$ cat src/rtl/tfi_pkg.sv
// Package: register map, field layout, codeword geometry for the TX FEC inject block
`default_nettype none
package tfi_pkg;
  // ********************************
  // Codeword geometry
  // ********************************
  localparam int SYM_BITS        = 10;
  localparam int SYMS_PER_CW     = 528;
  localparam int SYMS_PER_GROUP  = 8;
  localparam int GROUP_BITS      = SYM_BITS * SYMS_PER_GROUP;
  localparam int GROUPS_PER_CW   = SYMS_PER_CW / SYMS_PER_GROUP;
  localparam logic [6:0] LAST_GROUP = 7'(GROUPS_PER_CW - 1);
  localparam int FIFO_DEPTH      = 4;

  // ********************************
  // Register indices (byte address is four times the index)
  // ********************************
  localparam logic [11:0] IDX_REVISION = 12'hC00;
  localparam logic [11:0] IDX_NAME0    = 12'hC01;
  localparam logic [11:0] IDX_NAME1    = 12'hC02;
  localparam logic [11:0] IDX_NAME2    = 12'hC03;
  localparam logic [11:0] IDX_CONTROL  = 12'hC04;
  localparam logic [11:0] IDX_PATTERN  = 12'hC05;
  localparam logic [11:0] IDX_BYPASS   = 12'hC06;
  localparam int          ADDR_BITS    = 14;

  // ********************************
  // Field positions and reset values
  // ********************************
  localparam int CTRL_CONT_POS   = 0;
  localparam int CTRL_SINGLE_POS = 4;
  localparam int PAT_BITS_LSB    = 16;
  localparam int PAT_SYMS_LSB    = 8;
  localparam int PAT_GROUP_LSB   = 0;
  localparam int BYPASS_POS      = 0;
  localparam logic [31:0] CTRL_RESET    = 32'h0000_0000;
  localparam logic [31:0] PATTERN_RESET = 32'h0000_0000;
  localparam logic [31:0] BYPASS_RESET  = 32'h0000_0000;
  localparam logic [31:0] READ_ZERO     = 32'h0000_0000;
endpackage
`default_nettype wire

$ cat src/rtl/tfi_fifo.sv
// Small valid/ready FIFO with parameterised width and depth
`default_nettype none
module tfi_fifo #(
  parameter int WIDTH = 81,
  parameter int DEPTH = 4
) (
  input  wire logic             clk,
  input  wire logic             rst_n,
  input  wire logic [WIDTH-1:0] in_data,
  input  wire logic             in_valid,
  output logic                  in_ready,
  output logic [WIDTH-1:0]      out_data,
  output logic                  out_valid,
  input  wire logic             out_ready
);
  localparam int PW = $clog2(DEPTH);

  typedef struct packed {
    logic [PW-1:0] wr_ptr;
    logic [PW-1:0] rd_ptr;
    logic [PW:0]   count;
  } tfi_fifo_state_type;

  tfi_fifo_state_type state;
  tfi_fifo_state_type next_state;
  logic [WIDTH-1:0]   mem [DEPTH];
  logic               push;
  logic               pop;

  assign in_ready  = (state.count != (PW+1)'(DEPTH));
  assign out_valid = (state.count != '0);
  assign out_data  = mem[state.rd_ptr];
  assign push      = in_valid & in_ready;
  assign pop       = out_valid & out_ready;

  always_comb begin
    next_state = state;
    if (push) begin
      next_state.wr_ptr = (state.wr_ptr == PW'(DEPTH-1)) ? '0 : state.wr_ptr + 1'b1;
    end
    if (pop) begin
      next_state.rd_ptr = (state.rd_ptr == PW'(DEPTH-1)) ? '0 : state.rd_ptr + 1'b1;
    end
    if (push && !pop) begin
      next_state.count = state.count + 1'b1;
    end else if (pop && !push) begin
      next_state.count = state.count - 1'b1;
    end
  end

  // Storage has no reset; only the pointers and the count need a defined value
  always_ff @(posedge clk) begin
    if (push) begin
      mem[state.wr_ptr] <= in_data;
    end
  end

  always_ff @(posedge clk or negedge rst_n) begin
    if (!rst_n) begin
      state <= '0;
    end else begin
      state <= next_state;
    end
  end
endmodule // tfi_fifo
`default_nettype wire

$ cat src/rtl/tfi_corrupt.sv
// Per-symbol XOR corrupter for one 80-bit group
`default_nettype none
module tfi_corrupt (
  input  wire logic [tfi_pkg::GROUP_BITS-1:0]     group_in,
  input  wire logic                               enable,
  input  wire logic [tfi_pkg::SYMS_PER_GROUP-1:0] sym_mask,
  input  wire logic [tfi_pkg::SYM_BITS-1:0]       bit_mask,
  output logic      [tfi_pkg::GROUP_BITS-1:0]     group_out
);
  // Symbol k of the group sits in bits [10k+9:10k]
  for (genvar k = 0; k < tfi_pkg::SYMS_PER_GROUP; k++) begin : g_sym
    assign group_out[k*tfi_pkg::SYM_BITS +: tfi_pkg::SYM_BITS] =
      group_in[k*tfi_pkg::SYM_BITS +: tfi_pkg::SYM_BITS] ^
      ((enable && sym_mask[k]) ? bit_mask : '0);
  end
endmodule // tfi_corrupt
`default_nettype wire

$ cat src/rtl/tfi_top.sv
// TX FEC error injection stage with APB register slave
//
// Design decision made here: the APB register port.
`default_nettype none
// Functional notes
// - Single inject corrupts one codeword, self-clears
// - Continuous inject corrupts every codeword
// - Codeword is 528 ten-bit symbols
// - Eight-symbol groups, 66 per codeword
// - Pattern holds bit mask, symbol mask, group number
// - One bypass bit drives TX and RX
// - Read-only revision word at base
// - Three read-only name words, four chars
// - Control registers reset zero, reserved read zero
module tfi_top #(
  parameter logic [31:0] REVISION_ID = 32'h0000_0001, // Arbitrary value
  parameter logic [31:0] NAME_WORD0  = 32'h6665_6331, // Arbitrary value
  parameter logic [31:0] NAME_WORD1  = 32'h696E_6A74, // Arbitrary value
  parameter logic [31:0] NAME_WORD2  = 32'h7874_7831  // Arbitrary value
) (
  input  wire logic                              CORE_CLK,
  input  wire logic                              RST_N,
  input  wire logic                              PSEL,
  input  wire logic                              PENABLE,
  input  wire logic                              PWRITE,
  input  wire logic [tfi_pkg::ADDR_BITS-1:0]     PADDR,
  input  wire logic [31:0]                       PWDATA,
  output logic      [31:0]                       PRDATA,
  output logic                                   PREADY,
  output logic                                   PSLVERR,
  input  wire logic [tfi_pkg::GROUP_BITS-1:0]    TX_IN_DATA,
  input  wire logic                              TX_IN_SOC,
  input  wire logic                              TX_IN_VALID,
  output logic                                   TX_IN_READY,
  output logic      [tfi_pkg::GROUP_BITS-1:0]    TX_OUT_DATA,
  output logic                                   TX_OUT_SOC,
  output logic                                   TX_OUT_VALID,
  input  wire logic                              TX_OUT_READY,
  output logic                                   TX_FEC_BYPASS,
  output logic                                   RX_FEC_BYPASS
);
  // ********************************
  // State
  // ********************************
  typedef struct packed {
    logic                                   ctrl_cont;
    logic                                   ctrl_single;
    logic [tfi_pkg::SYM_BITS-1:0]           pat_bits;
    logic [tfi_pkg::SYMS_PER_GROUP-1:0]     pat_syms;
    logic [6:0]                             pat_group;
    logic                                   bypass;
    logic                                   apb_ack;
    logic                                   apb_err;
    logic [31:0]                            rdata;
    logic [6:0]                             group_cnt;
    logic [tfi_pkg::GROUP_BITS-1:0]         out_data;
    logic                                   out_soc;
    logic                                   out_valid;
  } tfi_state_type;

  tfi_state_type state;
  tfi_state_type next_state;

  // ********************************
  // Input FIFO
  // ********************************
  logic [tfi_pkg::GROUP_BITS:0]   fifo_out;
  logic                           fifo_valid;
  logic                           fifo_ready;
  logic                           consume;
  logic [6:0]                     cur_group;
  logic                           hit_group;
  logic                           do_inject;
  logic [tfi_pkg::GROUP_BITS-1:0] corrupted;

  tfi_fifo #(
    .WIDTH (tfi_pkg::GROUP_BITS + 1),
    .DEPTH (tfi_pkg::FIFO_DEPTH)
  ) u_fifo (
    .clk       (CORE_CLK),
    .rst_n     (RST_N),
    .in_data   ({TX_IN_SOC, TX_IN_DATA}),
    .in_valid  (TX_IN_VALID),
    .in_ready  (TX_IN_READY),
    .out_data  (fifo_out),
    .out_valid (fifo_valid),
    .out_ready (fifo_ready)
  );

  // Output stage stalls the FIFO, so PMA back-pressure reaches the PCS
  assign fifo_ready = !state.out_valid || TX_OUT_READY;
  assign consume    = fifo_valid && fifo_ready;

  // ********************************
  // Codeword tracking and injection
  // ********************************
  // A start-of-codeword flag resynchronises the group count
  assign cur_group = fifo_out[tfi_pkg::GROUP_BITS] ? 7'h00 : state.group_cnt;
  assign hit_group = (cur_group == state.pat_group);
  // Bypass passes traffic untouched, so no injection either
  assign do_inject = consume && hit_group && !state.bypass &&
                     (state.ctrl_cont || state.ctrl_single);

  tfi_corrupt u_corrupt (
    .group_in  (fifo_out[tfi_pkg::GROUP_BITS-1:0]),
    .enable    (do_inject),
    .sym_mask  (state.pat_syms),
    .bit_mask  (state.pat_bits),
    .group_out (corrupted)
  );

  // ********************************
  // APB read mux
  // ********************************
  logic [11:0] reg_idx;
  logic        addr_hit;
  logic [31:0] read_word;

  assign reg_idx = PADDR[tfi_pkg::ADDR_BITS-1:2];

  always_comb begin
    addr_hit  = 1'b1;
    read_word = tfi_pkg::READ_ZERO;
    case (reg_idx)
      tfi_pkg::IDX_REVISION: begin
        read_word = REVISION_ID;
      end
      tfi_pkg::IDX_NAME0: begin
        read_word = NAME_WORD0;
      end
      tfi_pkg::IDX_NAME1: begin
        read_word = NAME_WORD1;
      end
      tfi_pkg::IDX_NAME2: begin
        read_word = NAME_WORD2;
      end
      tfi_pkg::IDX_CONTROL: begin
        read_word[tfi_pkg::CTRL_CONT_POS]   = state.ctrl_cont;
        read_word[tfi_pkg::CTRL_SINGLE_POS] = state.ctrl_single;
      end
      tfi_pkg::IDX_PATTERN: begin
        read_word[tfi_pkg::PAT_BITS_LSB +: tfi_pkg::SYM_BITS]       = state.pat_bits;
        read_word[tfi_pkg::PAT_SYMS_LSB +: tfi_pkg::SYMS_PER_GROUP] = state.pat_syms;
        read_word[tfi_pkg::PAT_GROUP_LSB +: 7]                      = state.pat_group;
      end
      tfi_pkg::IDX_BYPASS: begin
        read_word[tfi_pkg::BYPASS_POS] = state.bypass;
      end
      default: begin
        addr_hit = 1'b0;
      end
    endcase
  end

  // ********************************
  // Next state
  // ********************************
  logic apb_access;
  logic apb_commit;

  // One wait state: answer in the cycle after the access phase opens
  assign apb_access = PSEL && PENABLE;
  assign apb_commit = apb_access && state.apb_ack;

  always_comb begin
    next_state = state;

    // Stream path
    if (consume) begin
      next_state.out_data  = corrupted;
      next_state.out_soc   = fifo_out[tfi_pkg::GROUP_BITS];
      next_state.out_valid = 1'b1;
      next_state.group_cnt = (cur_group == tfi_pkg::LAST_GROUP) ?
                             7'h00 : cur_group + 7'h01;
    end else if (TX_OUT_READY) begin
      next_state.out_valid = 1'b0;
    end

    // Single shot ends after its one codeword has been hit
    if (do_inject && state.ctrl_single) begin
      next_state.ctrl_single = 1'b0;
    end

    // APB slave
    if (apb_access && !state.apb_ack) begin
      next_state.apb_ack = 1'b1;
      next_state.apb_err = !addr_hit;
      next_state.rdata   = PWRITE ? tfi_pkg::READ_ZERO : read_word;
    end
    if (apb_commit) begin
      next_state.apb_ack = 1'b0;
      next_state.apb_err = 1'b0;
      // A write lands after the hardware clear, so software re-arming wins
      if (PWRITE) begin
        case (reg_idx)
          tfi_pkg::IDX_CONTROL: begin
            next_state.ctrl_cont   = PWDATA[tfi_pkg::CTRL_CONT_POS];
            next_state.ctrl_single = PWDATA[tfi_pkg::CTRL_SINGLE_POS];
          end
          tfi_pkg::IDX_PATTERN: begin
            next_state.pat_bits  = PWDATA[tfi_pkg::PAT_BITS_LSB +: tfi_pkg::SYM_BITS];
            next_state.pat_syms  = PWDATA[tfi_pkg::PAT_SYMS_LSB +: tfi_pkg::SYMS_PER_GROUP];
            next_state.pat_group = PWDATA[tfi_pkg::PAT_GROUP_LSB +: 7];
          end
          tfi_pkg::IDX_BYPASS: begin
            next_state.bypass = PWDATA[tfi_pkg::BYPASS_POS];
          end
          default: begin
            // Read-only and unmapped words ignore writes
            next_state.bypass = state.bypass;
          end
        endcase
      end
    end
  end

  // ********************************
  // Registers
  // ********************************
  always_ff @(posedge CORE_CLK or negedge RST_N) begin
    if (!RST_N) begin
      state             <= '0;
      state.ctrl_cont   <= tfi_pkg::CTRL_RESET[tfi_pkg::CTRL_CONT_POS];
      state.ctrl_single <= tfi_pkg::CTRL_RESET[tfi_pkg::CTRL_SINGLE_POS];
      state.pat_bits    <= tfi_pkg::PATTERN_RESET[tfi_pkg::PAT_BITS_LSB +: tfi_pkg::SYM_BITS];
      state.pat_syms    <= tfi_pkg::PATTERN_RESET[tfi_pkg::PAT_SYMS_LSB +: 8];
      state.pat_group   <= tfi_pkg::PATTERN_RESET[tfi_pkg::PAT_GROUP_LSB +: 7];
      state.bypass      <= tfi_pkg::BYPASS_RESET[tfi_pkg::BYPASS_POS];
    end else begin
      state <= next_state;
    end
  end

  // ********************************
  // Outputs
  // ********************************
  assign PRDATA        = state.rdata;
  assign PREADY        = state.apb_ack;
  assign PSLVERR       = state.apb_ack && state.apb_err;
  assign TX_OUT_DATA   = state.out_data;
  assign TX_OUT_SOC    = state.out_soc;
  assign TX_OUT_VALID  = state.out_valid;
  assign TX_FEC_BYPASS = state.bypass;
  assign RX_FEC_BYPASS = state.bypass;
endmodule // tfi_top
`default_nettype wire

$ cat config.mk
export PLATFORM = sky130hd
export DESIGN_NAME = tfi_top
export DESIGN_NICKNAME = d
export VERILOG_FILES = /design/src/rtl/tfi_pkg.sv /design/src/rtl/tfi_fifo.sv /design/src/rtl/tfi_corrupt.sv /design/src/rtl/tfi_top.sv
export SDC_FILE = /design/constraint.sdc
export NUM_CORES = 1
export LEC_CHECK = 0
export BUFFER_PORTS_ARGS = -buffer_cell sky130_fd_sc_hd__buf_2
export CAP_MARGIN = 20
export CORE_ASPECT_RATIO = 2
export CORE_MARGIN = 1
export CORE_UTILIZATION = 40
export DETAILED_ROUTE_END_ITERATION = 10
export PLACE_DENSITY = 0.55
export SYNTH_ARGS = -nofsm -noshare
export SYNTH_HDL_FRONTEND = slang
export SYNTH_SLANG_ARGS = --single-unit
export TNS_END_PERCENT = 100
$ cat constraint.sdc
create_clock -name CORE_CLK -period 3.4 [get_ports CORE_CLK]
set_input_delay 0.51 -clock CORE_CLK [delete_from_list [all_inputs] [get_ports CORE_CLK]]
set_output_delay 0.51 -clock CORE_CLK [all_outputs]
set_load 0.005 [all_outputs]
# After elaboration in Yosys (flattened, before gate mapping)
# Memory sizes are Yosys's and may differ from the RTL's.
# Cells that the tools add are included.
totals:
  register_bits: 158
  mem_bits_rw: 324
  input_bits: 134
  out_inout_bits: 119
  word_cells: 115
  mem_count: 1
mem_list:
  columns: ["name", "depth", "word_bits", "read_ports", "rd_ports_with_merged_regs", "wr", "line", "text"]
  rows:
  - ["u_fifo.mem", 4, 81, 1, 0, 1, "tfi_fifo.sv:26", "logic [WIDTH-1:0] mem [DEPTH];"]
op_classes:
  add_sub_neg: 5
  eq_ne: 12
  muxes: 33
  bitwise: 10
  reduce_logical: 38
op_table:
  columns: ["op", "count"]
  rows:
  - ["12-bit == test (second input constant)", 7]
  - ["10-bit two-way mux", 8]
  - ["10-bit XOR", 8]
  - ["18-bit one-hot mux with 4 select lines", 1]
  - ["34-bit two-way mux", 1]
  - ["32-bit two-way mux", 1]
  - ["29-bit two-way mux", 1]
  - ["27-bit two-way mux", 1]
  - ["25-bit two-way mux", 1]
  - ["1-bit logical AND", 19]
  - ["5-bit one-hot mux with 3 select lines", 1]
  - ["7-bit two-way mux", 2]
  - ["3-bit AND reduction", 3]
  - ["1-bit two-way mux", 8]
  - ["7-bit by 1-bit adder with 7-bit output (second input constant)", 1]
  - ["7-bit == test", 1]
  - ["7-bit == test (second input constant)", 1]
  - ["7-bit OR reduction", 1]
  - ["1-bit zero test", 6]
  - ["3-bit two-way mux", 2]
  - ["2-bit one-hot mux with 3 select lines", 1]
  - ["3-bit one-hot mux with 2 select lines", 1]
  - ["2-bit nonzero test", 3]
  - ["3-bit OR reduction", 2]
  - ["other kinds (12)", 17]

# Depth between registers and ports, before layout
# Gate-level depths: netlist of the first run.
logic_depth:
  word_depth: 11
  ltp_mapped: 11
  mapped_depth_nobuf: 9

# Modules after synthesis
# A second synthesis of the first run with hierarchy kept.
hier_totals:
  hier_cells: 1368
  hier_area_um2: 20347.0
modules_own_cells:
  columns: ["mod", "instances", "cells_each", "area_each_um2", "seq_area_each_um2"]
  rows:
  - ["tfi_fifo", 1, 459, 12097.9, 9904.5]
  - ["tfi_top", 1, 722, 6967.9, 3703.6]
  - ["tfi_corrupt", 1, 187, 1281.2, 0.0]

# Worst setup path before layout of the first run
# OpenSTA, ideal clock, no wires.
synth_path:
  path_type: "reg-to-reg"
  startpoint: "reg u_fifo.state[5] in the netlist's numbering"
  endpoint: "mem u_fifo.mem[2][0] (enable)"
  setup_ps: 449
  arrival_time_ps: 2545
  required_time_ps: 2951
  slack_ps: 406
  path_stages_with_launch: 4
  path_buffers: 0
  synth_period_minus_slack_ps: 2994
  path_cell_list: "dfrtp_1 > inv_1 > ha_1 > and3_1"
synth_lines:
  columns: ["item", "line", "text"]
  rows:
  - ["start: declaration", "tfi_fifo.sv:24", "tfi_fifo_state_type state;"]
  - ["start signal: assignment", "tfi_fifo.sv:62", "state <= next_state;"]
  - ["end: declaration", "tfi_fifo.sv:26", null]
# No word-level cell before the write port.

# Worst setup path in the final report of the first run
layout_path:
  startpoint: "reg u_fifo.state[3] in the netlist's numbering"
  endpoint: "reg state (netlist bit TX_OUT_DATA[55])"
layout_between:
  elab_chain_len: 9
layout_rtl:
  columns: ["item", "line", "text"]
  rows:
  - ["memory read 4 x 81 bit (*)", null, null]
  - ["7-bit two-way mux", "tfi_top.sv:98", "assign cur_group = fifo_out[tfi_pkg::GROUP_BITS] ? 7'h00 : state.group_cnt;"]
  - ["7-bit == test", "tfi_top.sv:99", "assign hit_group = (cur_group == state.pat_group);"]
  - ["1-bit logical AND (3 in series)", "tfi_top.sv:101", "assign do_inject = consume && hit_group && !state.bypass &&"]
  - ["1-bit logical AND", "tfi_corrupt.sv:14", "((enable && sym_mask[k]) ? bit_mask : '0);"]
  - ["10-bit two-way mux", "tfi_corrupt.sv:14", null]
  - ["10-bit XOR (*)", "tfi_corrupt.sv:13", "group_in[k*tfi_pkg::SYM_BITS +: tfi_pkg::SYM_BITS] ^"]
  - ["end signal: assignment", "tfi_top.sv:230", "state <= next_state;"]
  - ["end: declaration", "tfi_top.sv:61", "tfi_state_type state;"]
# Every way passes the cells marked *; elsewhere a longest branch is shown, timed or not.
# A chain may end at the register's enable or synchronous reset.

==> metrics, run 1 <==
Cells after Synth 1416; maximum vdd drop 0.000531 V; crit path buf inv count 1; Setup CP Type flip-flop to flip-flop; initial antenna violation count 9; Final Slew Violations 0; most frequent cells in the layout edfxtp_1 (324), buf_2 (240), dfrtp_1 (153); final period utilization 87.5%; Post-DP HPWL 31.7 mm; worst hold margin 0.160 ns; first-pass GRT wire length 76.6 mm; final non-filler cell total 2218; ranking of synthesized cells by area edfxtp_1 (48%), dfrtp_1 (19%), mux4_2 (9.0%); Setup TNS 0 ns; post-synthesis sequential area ratio 67.1%; worst-margin pin slew 1.08 ns; most common cell after layout, fill and taps aside edfxtp_1; placed insts 2133; CTS max path bufs 3; clock sinks 479; core area 50100 um^2; GR Overflow Total 0; share of the synthesized area in the top cell type 48.0%; CTS Buf Count 44; row count 116; Setup crit start kind flip-flop; Die Wd 161 um; gpl congestion 0.804; RSZ-0062 raised after global routing no; DIE HEIGHT 320 um; CP endpoint kind flip-flop; num ports 253; Synth Register Bits 479; HP Class input port to flip-flop; Final ANT Viol Nets 0; CP arrival 3.45 ns; port buffer count 241; Finish-stage setup viols 0; vias after detailed routing 11931; mapped cell area 20300 um^2; area grow syn2layout 13.3%; max_slew headroom 28.0%; slowest stage cell, crit path mux4_2; drc violations 0; minimum clock period 2.98 ns; GRT Total Usage 20.4%; Synth cell types 49; final wirelength 51.9 mm; number of global-route vias before repair 12251; # nets final 1674; clk slew on worst S/H paths 0.07 ns; # H-tree levels 2; met2 Usage GRT 36.4%; Fin. Hold Viols 0; Clk Latency, worst-skew pair 0.56 ns; Fill cells 4501; status finished, final reports clean; family with the most delay on the worst path simple AND/OR/NAND/NOR gates; largest area contributor in the netlist edfxtp_1; CP max stage delay 0.66 ns; routed len/inst 23.4 um; TritonCTS clock tree done; Leakage Power 8.21 nW; skew final 0.0184 ns; initial core utilization 40.5%; fraction of final layout cells sized beyond drive strength 1 29.3%; Cell Pwr Density 791 nW/um^2; vias per std cell 5.38; max cap viols 0; DRT iter0 DRCs 685; Max FO, Critical Path 67; largest net degree at the start of global routing 167; CP cell instances mux4_2 -> nand2b_4 -> a2111oi_4 -> nand4_4 -> buf_4 -> or3_1 -> a31oi_1; root buffer cell clkbuf_16; full die area 51600 um^2; met1 Resource Use GR 23.5%; yosys warns 0; 1st-pass router iterations 5; CP Data Required Time 3.87 ns; syn avg cell area 14.3 um^2; fmax 336 MHz; Resize count post-CTS 0; grt peak-use layer met2; grt met3 use 4.09%
-- synthesized netlist by cell type (all sizes together) --
master and number:
edfxtp 324, dfrtp 155, nand2 141, buf 131
o21ai 111, nor2 103, a31oi 84, or3 83
mux4 81, clkbuf 68, mux2 28, a21oi 13
nor3 11, nand3 10, ha 8, inv 8
nand2b 6, nor4 6, and3 5, o31ai 4
nand4 3, xnor2 3, a22o 2, a22oi 2
and2 2, mux2i 2, nor2b 2, nor4bb 2
o21bai 2, o32ai 2, or2 2, xor2 2
a2111oi 1, a211oi 1, a21o 1, a221oi 1
a32o 1, conb 1, fa 1, nand4b 1
nand4bb 1, o41ai 1
-- final cells by class --
cell class                 count  area [um^2]  share of cell area [%]
clock inverter                16          238                    1.04
antenna                        4         10.0                  0.0436
multi-input combinational    731         5440                    23.7
clock buffer                  64         1290                    5.61
tap                          649          812                    3.54
sequential                   479        13600                    59.3
timing repair buffer         267         1520                    6.63
inverter                       8         30.0                   0.131
-- worst paths after layout --
check                           startpoint                 to  slack, ns  depth (start not counted)
max                        u_fifo.state[3]    TX_OUT_DATA[55]       0.42                          7
max reg2reg                u_fifo.state[3]    TX_OUT_DATA[55]       0.42                          7
min                         TX_IN_DATA[71]  u_fifo.mem[0][71]       0.16                          1
max in group asynchronous            RST_N         state[127]       2.07                          3
min reg2reg                      PRDATA[1]          PRDATA[1]       0.46                          2
min in group asynchronous            RST_N    TX_OUT_DATA[75]       0.48                          2
-- state kept, by name (all words and copies together), names as in the netlist --
register,cells
PRDATA,29
PREADY,1
RX_FEC_BYPASS,1
TX_OUT_DATA,80
TX_OUT_SOC,1
TX_OUT_VALID,1
state,35
u_fifo.mem,324
u_fifo.state,7
-- stage by stage --
step / setup WS [ns] / instance area (um^2) / util (%) / power [W]
6_report: 0.424 / 23000 / 45.9 / 0.0182
5_1_grt: 0.289 / 23000 / 45.9 / 0.0191
4_1_cts: 0.394 / 22900 / 45.8 / 0.0185
3_5_place_dp: 0.428 / 21400 / 42.8 / 0.0132
3_3_place_gp: 0.493 / 21400 / 42.8 / 0.0130
2_1_floorplan: 0.406 / 20300 / - / 0.0119
-- report_power, final --
part | internal [W] | total (W) | switching [W]
registers | 0.00764 | 0.00817 | 0.000527
clock network | 0.00309 | 0.00525 | 0.00216
logic | 0.00210 | 0.00475 | 0.00266
total | 0.0128 | 0.0182 | 0.00534
-- what timing repair did --
action | in CTS | in global routing
endpoints found under the setup margin | 0 | 0
hold buffers | 1 | 0
buffers inserted | 0 | 0
hold endpoints to repair | 47 | 0
-- cells by family after synthesis --
group | synth area share [%]
AND/OR/NAND/NOR | 8.67
multiplexers | 10.7
flip-flops | 67.1
AO/OA/AOI/OAI | 6.47
buffers and inverters | 6.26
XOR/XNOR | 0.216
adder cells (fa/ha/maj) | 0.593
other | 0.0185
-- layer usage --
layer / share of wire [%] / up-vias
li1: - / 5429
met5: 0.027 / -
met4: 3.6 / 2
met1: 38 / 6068
met2: 52 / 343
met3: 5.5 / 89
(Power assumes the default switching activity.)
==> run 2: changes to the inputs <==
==> constraint.sdc (replaced) <==
create_clock -name CORE_CLK -period 3.15 [get_ports CORE_CLK]
set_input_delay 0.4725 -clock CORE_CLK [delete_from_list [all_inputs] [get_ports CORE_CLK]]
set_output_delay 0.4725 -clock CORE_CLK [all_outputs]
set_load 0.005 [all_outputs]
==> metrics, run 2 (same netlist as run 1, synthesis figures left out) <==
max FFs per register 324; minimum clock period 2.88 ns; drc violations 0; Post-DP HPWL 32.2 mm; Finish-stage setup viols 0; initial core utilization 40.5%; RSZ-0062 raised after global routing no; clock sinks 479; fraction of final layout cells sized beyond drive strength 1 29.6%; status finished, final reports clean; full die area 51600 um^2; most common cell after layout, fill and taps aside edfxtp_1; final period utilization 91.4%; Post-CTS Setup Inserts 0; routed len/inst 23.3 um; grt met3 use 3.79%; Final ANT Viol Nets 0; Die Wd 161 um; CTS Buf Count 44; grt peak-use layer met2; # H-tree levels 2; CP Data Required Time 3.65 ns; slowest stage cell, crit path mux4_2; met1 Resource Use GR 22.7%; CP cell instances mux4_2 -> nand2b_4 -> a2111oi_4 -> nand4_4 -> buf_12 -> or3_1 -> a31oi_1; DRT iter0 DRCs 839; fmax 347 MHz; max cap viols 0; Max FO, Critical Path 161; Setup TNS 0 ns; CP arrival 3.38 ns; gpl congestion 0.815; num ports 253; Leakage Power 8.20 nW; number of global-route vias before repair 12176; Fin. Hold Viols 0; maximum vdd drop 0.000511 V; GR Overflow Total 0; Setup CP Type flip-flop to flip-flop; skew final 0.0302 ns; family with the most delay on the worst path simple AND/OR/NAND/NOR gates; root buffer cell clkbuf_16; clk slew on worst S/H paths 0.06 ns; vias after detailed routing 11915; port buffer count 241; TritonCTS clock tree done; final wirelength 51.7 mm; Final Slew Violations 0; 1st-pass router iterations 5; met2 Usage GRT 37.6%; CP endpoint kind flip-flop; worst-margin pin slew 1.04 ns; Resize count post-CTS 0; area grow syn2layout 13.0%; HP Class input port to flip-flop; crit path buf inv count 1; CP max stage delay 0.59 ns; most frequent cells in the layout edfxtp_1 (324), buf_2 (240), dfrtp_1 (153); vias per std cell 5.36; # nets final 1677; Clk Latency, worst-skew pair 0.58 ns; Setup crit start kind flip-flop; Tot Pwr 0.0193 W; GRT Total Usage 20.4%; DIE HEIGHT 320 um; core area 50100 um^2; CTS max path bufs 3; max_slew headroom 30.3%; initial antenna violation count 10; Cell Pwr Density 842 nW/um^2; Largest Register u_fifo.mem; largest net degree at the start of global routing 167; row count 116; first-pass GRT wire length 76.5 mm
run 2: cell count changes in the layout (fill, tap and decap cells not counted), sizes merged:
cell,delta
buf,+3
clkbuf,-4
clkinv,+11
bufinv,-4
diode,+2
inv,-2
clkinvlp,+1
run 2: path summary, 6_finish.rpt:
check / start / cells past startpoint / slack (ns) / end
max: u_fifo.state[3] / 7 / 0.27 / TX_OUT_DATA[49]
min: TX_IN_DATA[43] / 1 / 0.11 / u_fifo.mem[2][43]
max reg2reg: u_fifo.state[3] / 7 / 0.27 / TX_OUT_DATA[49]
min reg2reg: PRDATA[15] / 2 / 0.46 / PRDATA[15]
max in group asynchronous: RST_N / 3 / 1.86 / TX_OUT_DATA[57]
min in group asynchronous: RST_N / 2 / 0.51 / TX_OUT_DATA[75]
run 2: timing repair:
| item | in CTS | in global routing |
|---|---|---|
| hold endpoints to repair | 63 | 0 |
| setup endpoints to repair | 0 | 0 |
| hold buffers | 1 | 0 |
run 2: through the flow:
step	cell area, um^2	std cells	hold WS [ns]	utilization [%]	setup WS, ns
global placement	21500	2136	0.453	42.9	0.326
floorplan	20300	1417	0.177	-	0.156
global route	22900	2224	0.0885	45.7	0.152
CTS	22900	2219	0.0737	45.7	0.267
finish	22900	2225	0.106	45.8	0.270
detailed placement	21500	2136	0.456	42.9	0.270
run 2: layout make-up:
cell class | count | area (um^2)
fill | 4460 | 27200
sequential | 479 | 13600
multi-input combinational | 731 | 5440
timing repair buffer | 270 | 1570
clock buffer | 60 | 1240
tap | 649 | 812
clock inverter | 22 | 179
inverter | 8 | 30.0
antenna | 6 | 15.0
run 2: routing by layer:
metal / vias up / part of all wire (%)
met4: 8 / 3.0
met3: 82 / 5.0
met1: 6045 / 38
li1: 5440 / -
met2: 340 / 54
met5: - / 0.099
run 2: report_power, final:
group	switching [W]	total, W	internal, W
logic	0.00285	0.00515	0.00229
clock network	0.00237	0.00532	0.00295
registers	0.000576	0.00883	0.00825
total	0.00580	0.0193	0.0135
==> run 3: changes to the inputs <==
--- a/config.mk
+++ b/config.mk
@@ -5,13 +5,15 @@
 export SDC_FILE = /design/constraint.sdc
 export NUM_CORES = 1
 export LEC_CHECK = 0
+export ABC_AREA = 1
 export BUFFER_PORTS_ARGS = -buffer_cell sky130_fd_sc_hd__buf_2
 export CAP_MARGIN = 20
 export CORE_ASPECT_RATIO = 2
 export CORE_MARGIN = 1
 export CORE_UTILIZATION = 40
 export DETAILED_ROUTE_END_ITERATION = 10
-export PLACE_DENSITY = 0.55
+export MAX_ROUTING_LAYER = met4
+export PLACE_DENSITY = 0.54
 export SYNTH_ARGS = -nofsm -noshare
 export SYNTH_HDL_FRONTEND = slang
 export SYNTH_SLANG_ARGS = --single-unit
==> metrics, run 3 <==
CP arrival 3.09 ns; clk slew on worst S/H paths 0.06 ns; routed wl met2 31.3 mm; Setup CP Type flip-flop to flip-flop; max FFs per register 324; Final ANT Viol Nets 0; M1 wire length 24.1 mm; Met3 Wirelength 2.79 mm; Final Slew Violations 0; row count 118; CP max stage delay 0.53 ns; num ports 253; DIE HEIGHT 327 um; Synth Register Bits 479; Crit. Startpoint u_fifo.state[3]; hold_sp TX_IN_DATA[23]; most frequent cells in the layout nand2_1 (582), edfxtp_1 (324), buf_2 (240); synth cell count leaders nand2_1 (583), edfxtp_1 (324), nand3_1 (185); post-synthesis sequential area ratio 64.3%; minimum clock period 2.64 ns; most common cell in the netlist nand2_1; CTS Buf Count 45; share of the synthesized area in the top cell type 46.0%; pre-CTS WS 0.520 ns; Largest Register u_fifo.mem; core area 52000 um^2; slowest stage cell, crit path dfrtp_4; drc violations 0; # H-tree levels 2; Fin. Hold Viols 0; Die Wd 165 um; max_slew headroom 23.4%; largest net degree at the start of global routing 162; Finish-stage setup viols 0; worst-margin pin slew 1.15 ns; CP cell instances nand2_1 -> nand3_2 -> nand2_2 -> nand2_1 -> nand2_1 -> nand2_1 -> nor2_1 -> nand2_1 -> nor2_4 -> buf_12 -> nand4_1 -> nand3_1 -> nand2_1; most numerous cell on the critical path nand2_1; largest area contributor in the netlist edfxtp_1; GR Overflow Total 0; vias after detailed routing 14839; routed len/inst 21.4 um; fin util 45.9%; RSZ-0062 raised after global routing no; fraction of final layout cells sized beyond drive strength 1 17.6%; top routing layer used met4; full die area 53900 um^2; Setup crit start kind flip-flop; initial antenna violation count 11; 1st-pass router iterations 5; HP Class input port to flip-flop; Clk Latency, worst-skew pair 0.56 ns; mapped cell area 21200 um^2; GRT Total Usage 22.8%; Synth cell types 33; maximum vdd drop 0.000671 V; asr flop ratio synth 32.4%; final wirelength 59.6 mm; first-pass GRT wire length 88.3 mm; vias per std cell 5.33; Max FO, Critical Path 81; Cells after Synth 2005; worst hold margin 0.120 ns; CTS max path bufs 3; syn avg cell area 10.6 um^2; # nets final 2226; DRT iter0 DRCs 1110; final period utilization 84.0%; skew final 0.0121 ns; TritonCTS clock tree done; max cap viols 0; port buffer count 241; Top FF cell, synth edfxtp_1; Leakage Power 10.1 nW; gpl congestion 0.823; area grow syn2layout 12.7%; CP endpoint kind flip-flop; R2R Path Start u_fifo.state[3]; PnR worst setup slack 0.506 ns; number of enable flip-flop cells after synthesis 324; crit path buf inv count 1; initial core utilization 40.7%; root buffer cell clkbuf_16; ranking of synthesized cells by area edfxtp_1 (46%), dfrtp_1 (18%), nand2_1 (10%); number of global-route vias before repair 14408; CP Data Required Time 3.60 ns; yosys warns 0; fmax 378 MHz; family with the most delay on the worst path simple AND/OR/NAND/NOR gates; Cell Pwr Density 881 nW/um^2; most common cell after layout, fill and taps aside nand2_1; status finished, final reports clean; Post-DP HPWL 36.9 mm; clock sinks 479
==> run 3: cell types whose count changed after synthesis, sizes merged, moves of 23 or more <==
cell,change
nand2,+443
nand3,+177
inv,+117
a31oi,-84
nand4,+84
or3,-83
mux4,-81
a21oi,+80
a32oi,+80
o21ai,-80
nor2,-64
buf,+24
clkbuf,+23
==> run 3: through the flow <==
stage | total power, W | instances | instance area, um^2 | setup TNS, ns
6_report | 0.0210 | 2783 | 23900 | 0
5_1_grt | 0.0224 | 2783 | 23900 | 0
4_1_cts | 0.0213 | 2780 | 23900 | 0
3_5_place_dp | 0.0158 | 2695 | 22400 | 0
3_3_place_gp | 0.0156 | 2695 | 22400 | 0
2_1_floorplan | 0.0138 | 2006 | 21200 | -38.50
==> run 3: layout make-up <==
cell class / count / area [um^2]
clock buffer: 61 / 1280
tap: 660 / 826
multi-input combinational: 1155 / 5730
fill: 4907 / 28100
antenna: 3 / 7.51
timing repair buffer: 276 / 1720
clock inverter: 23 / 208
inverter: 126 / 485
sequential: 479 / 13600
==> run 3: timing repair <==
item | 4_1_cts | 5_1_grt
setup buffers | 0 | 0
gates resized for setup | 0 | 0
hold buffers | 1 | 0
endpoints found under the hold margin | 25 | 0
==> run 3: cell families (layout without fill, tap and decap cells) <==
logic type	count (synthesis)	count (layout)	synth area share, %
AOI/OAI and AO/OA	220	220	6.89
buffers and inverters	372	486	8.86
DFF	479	479	64.3
other	1	5	0.0177
muxes	17	17	0.904
adders and majority gates	9	9	0.567
and+or+nand+nor	901	901	18.2
xor gates and xnor gates	6	6	0.248
==> run 3: final timing paths <==
check / to / slack, ns / depth (start not counted)
min reg2reg: PRDATA[26] / 0.47 / 2
max: TX_OUT_DATA[68] / 0.51 / 13
max reg2reg: TX_OUT_DATA[68] / 0.51 / 13
min in group asynchronous: u_fifo.state[5] / 0.53 / 2
min: u_fifo.mem[2][23] / 0.12 / 1
max in group asynchronous: state[82] / 1.86 / 3
==> run 3: per-layer routing <==
metal,up-vias,GRT usage (%)
met4,0,6.12
met2,426,40.3
met5,-,-
met3,91,2.84
li1,6998,-
met1,7324,26.9
==> run 3: where the power goes <==
group	internal, W	total [W]	leakage (nW)	switching (W)
clock network	0.00311	0.00549	0.719	0.00238
registers	0.00826	0.00888	4.92	0.000617
logic	0.00221	0.00667	4.43	0.00445
total	0.0136	0.0210	10.1	0.00745
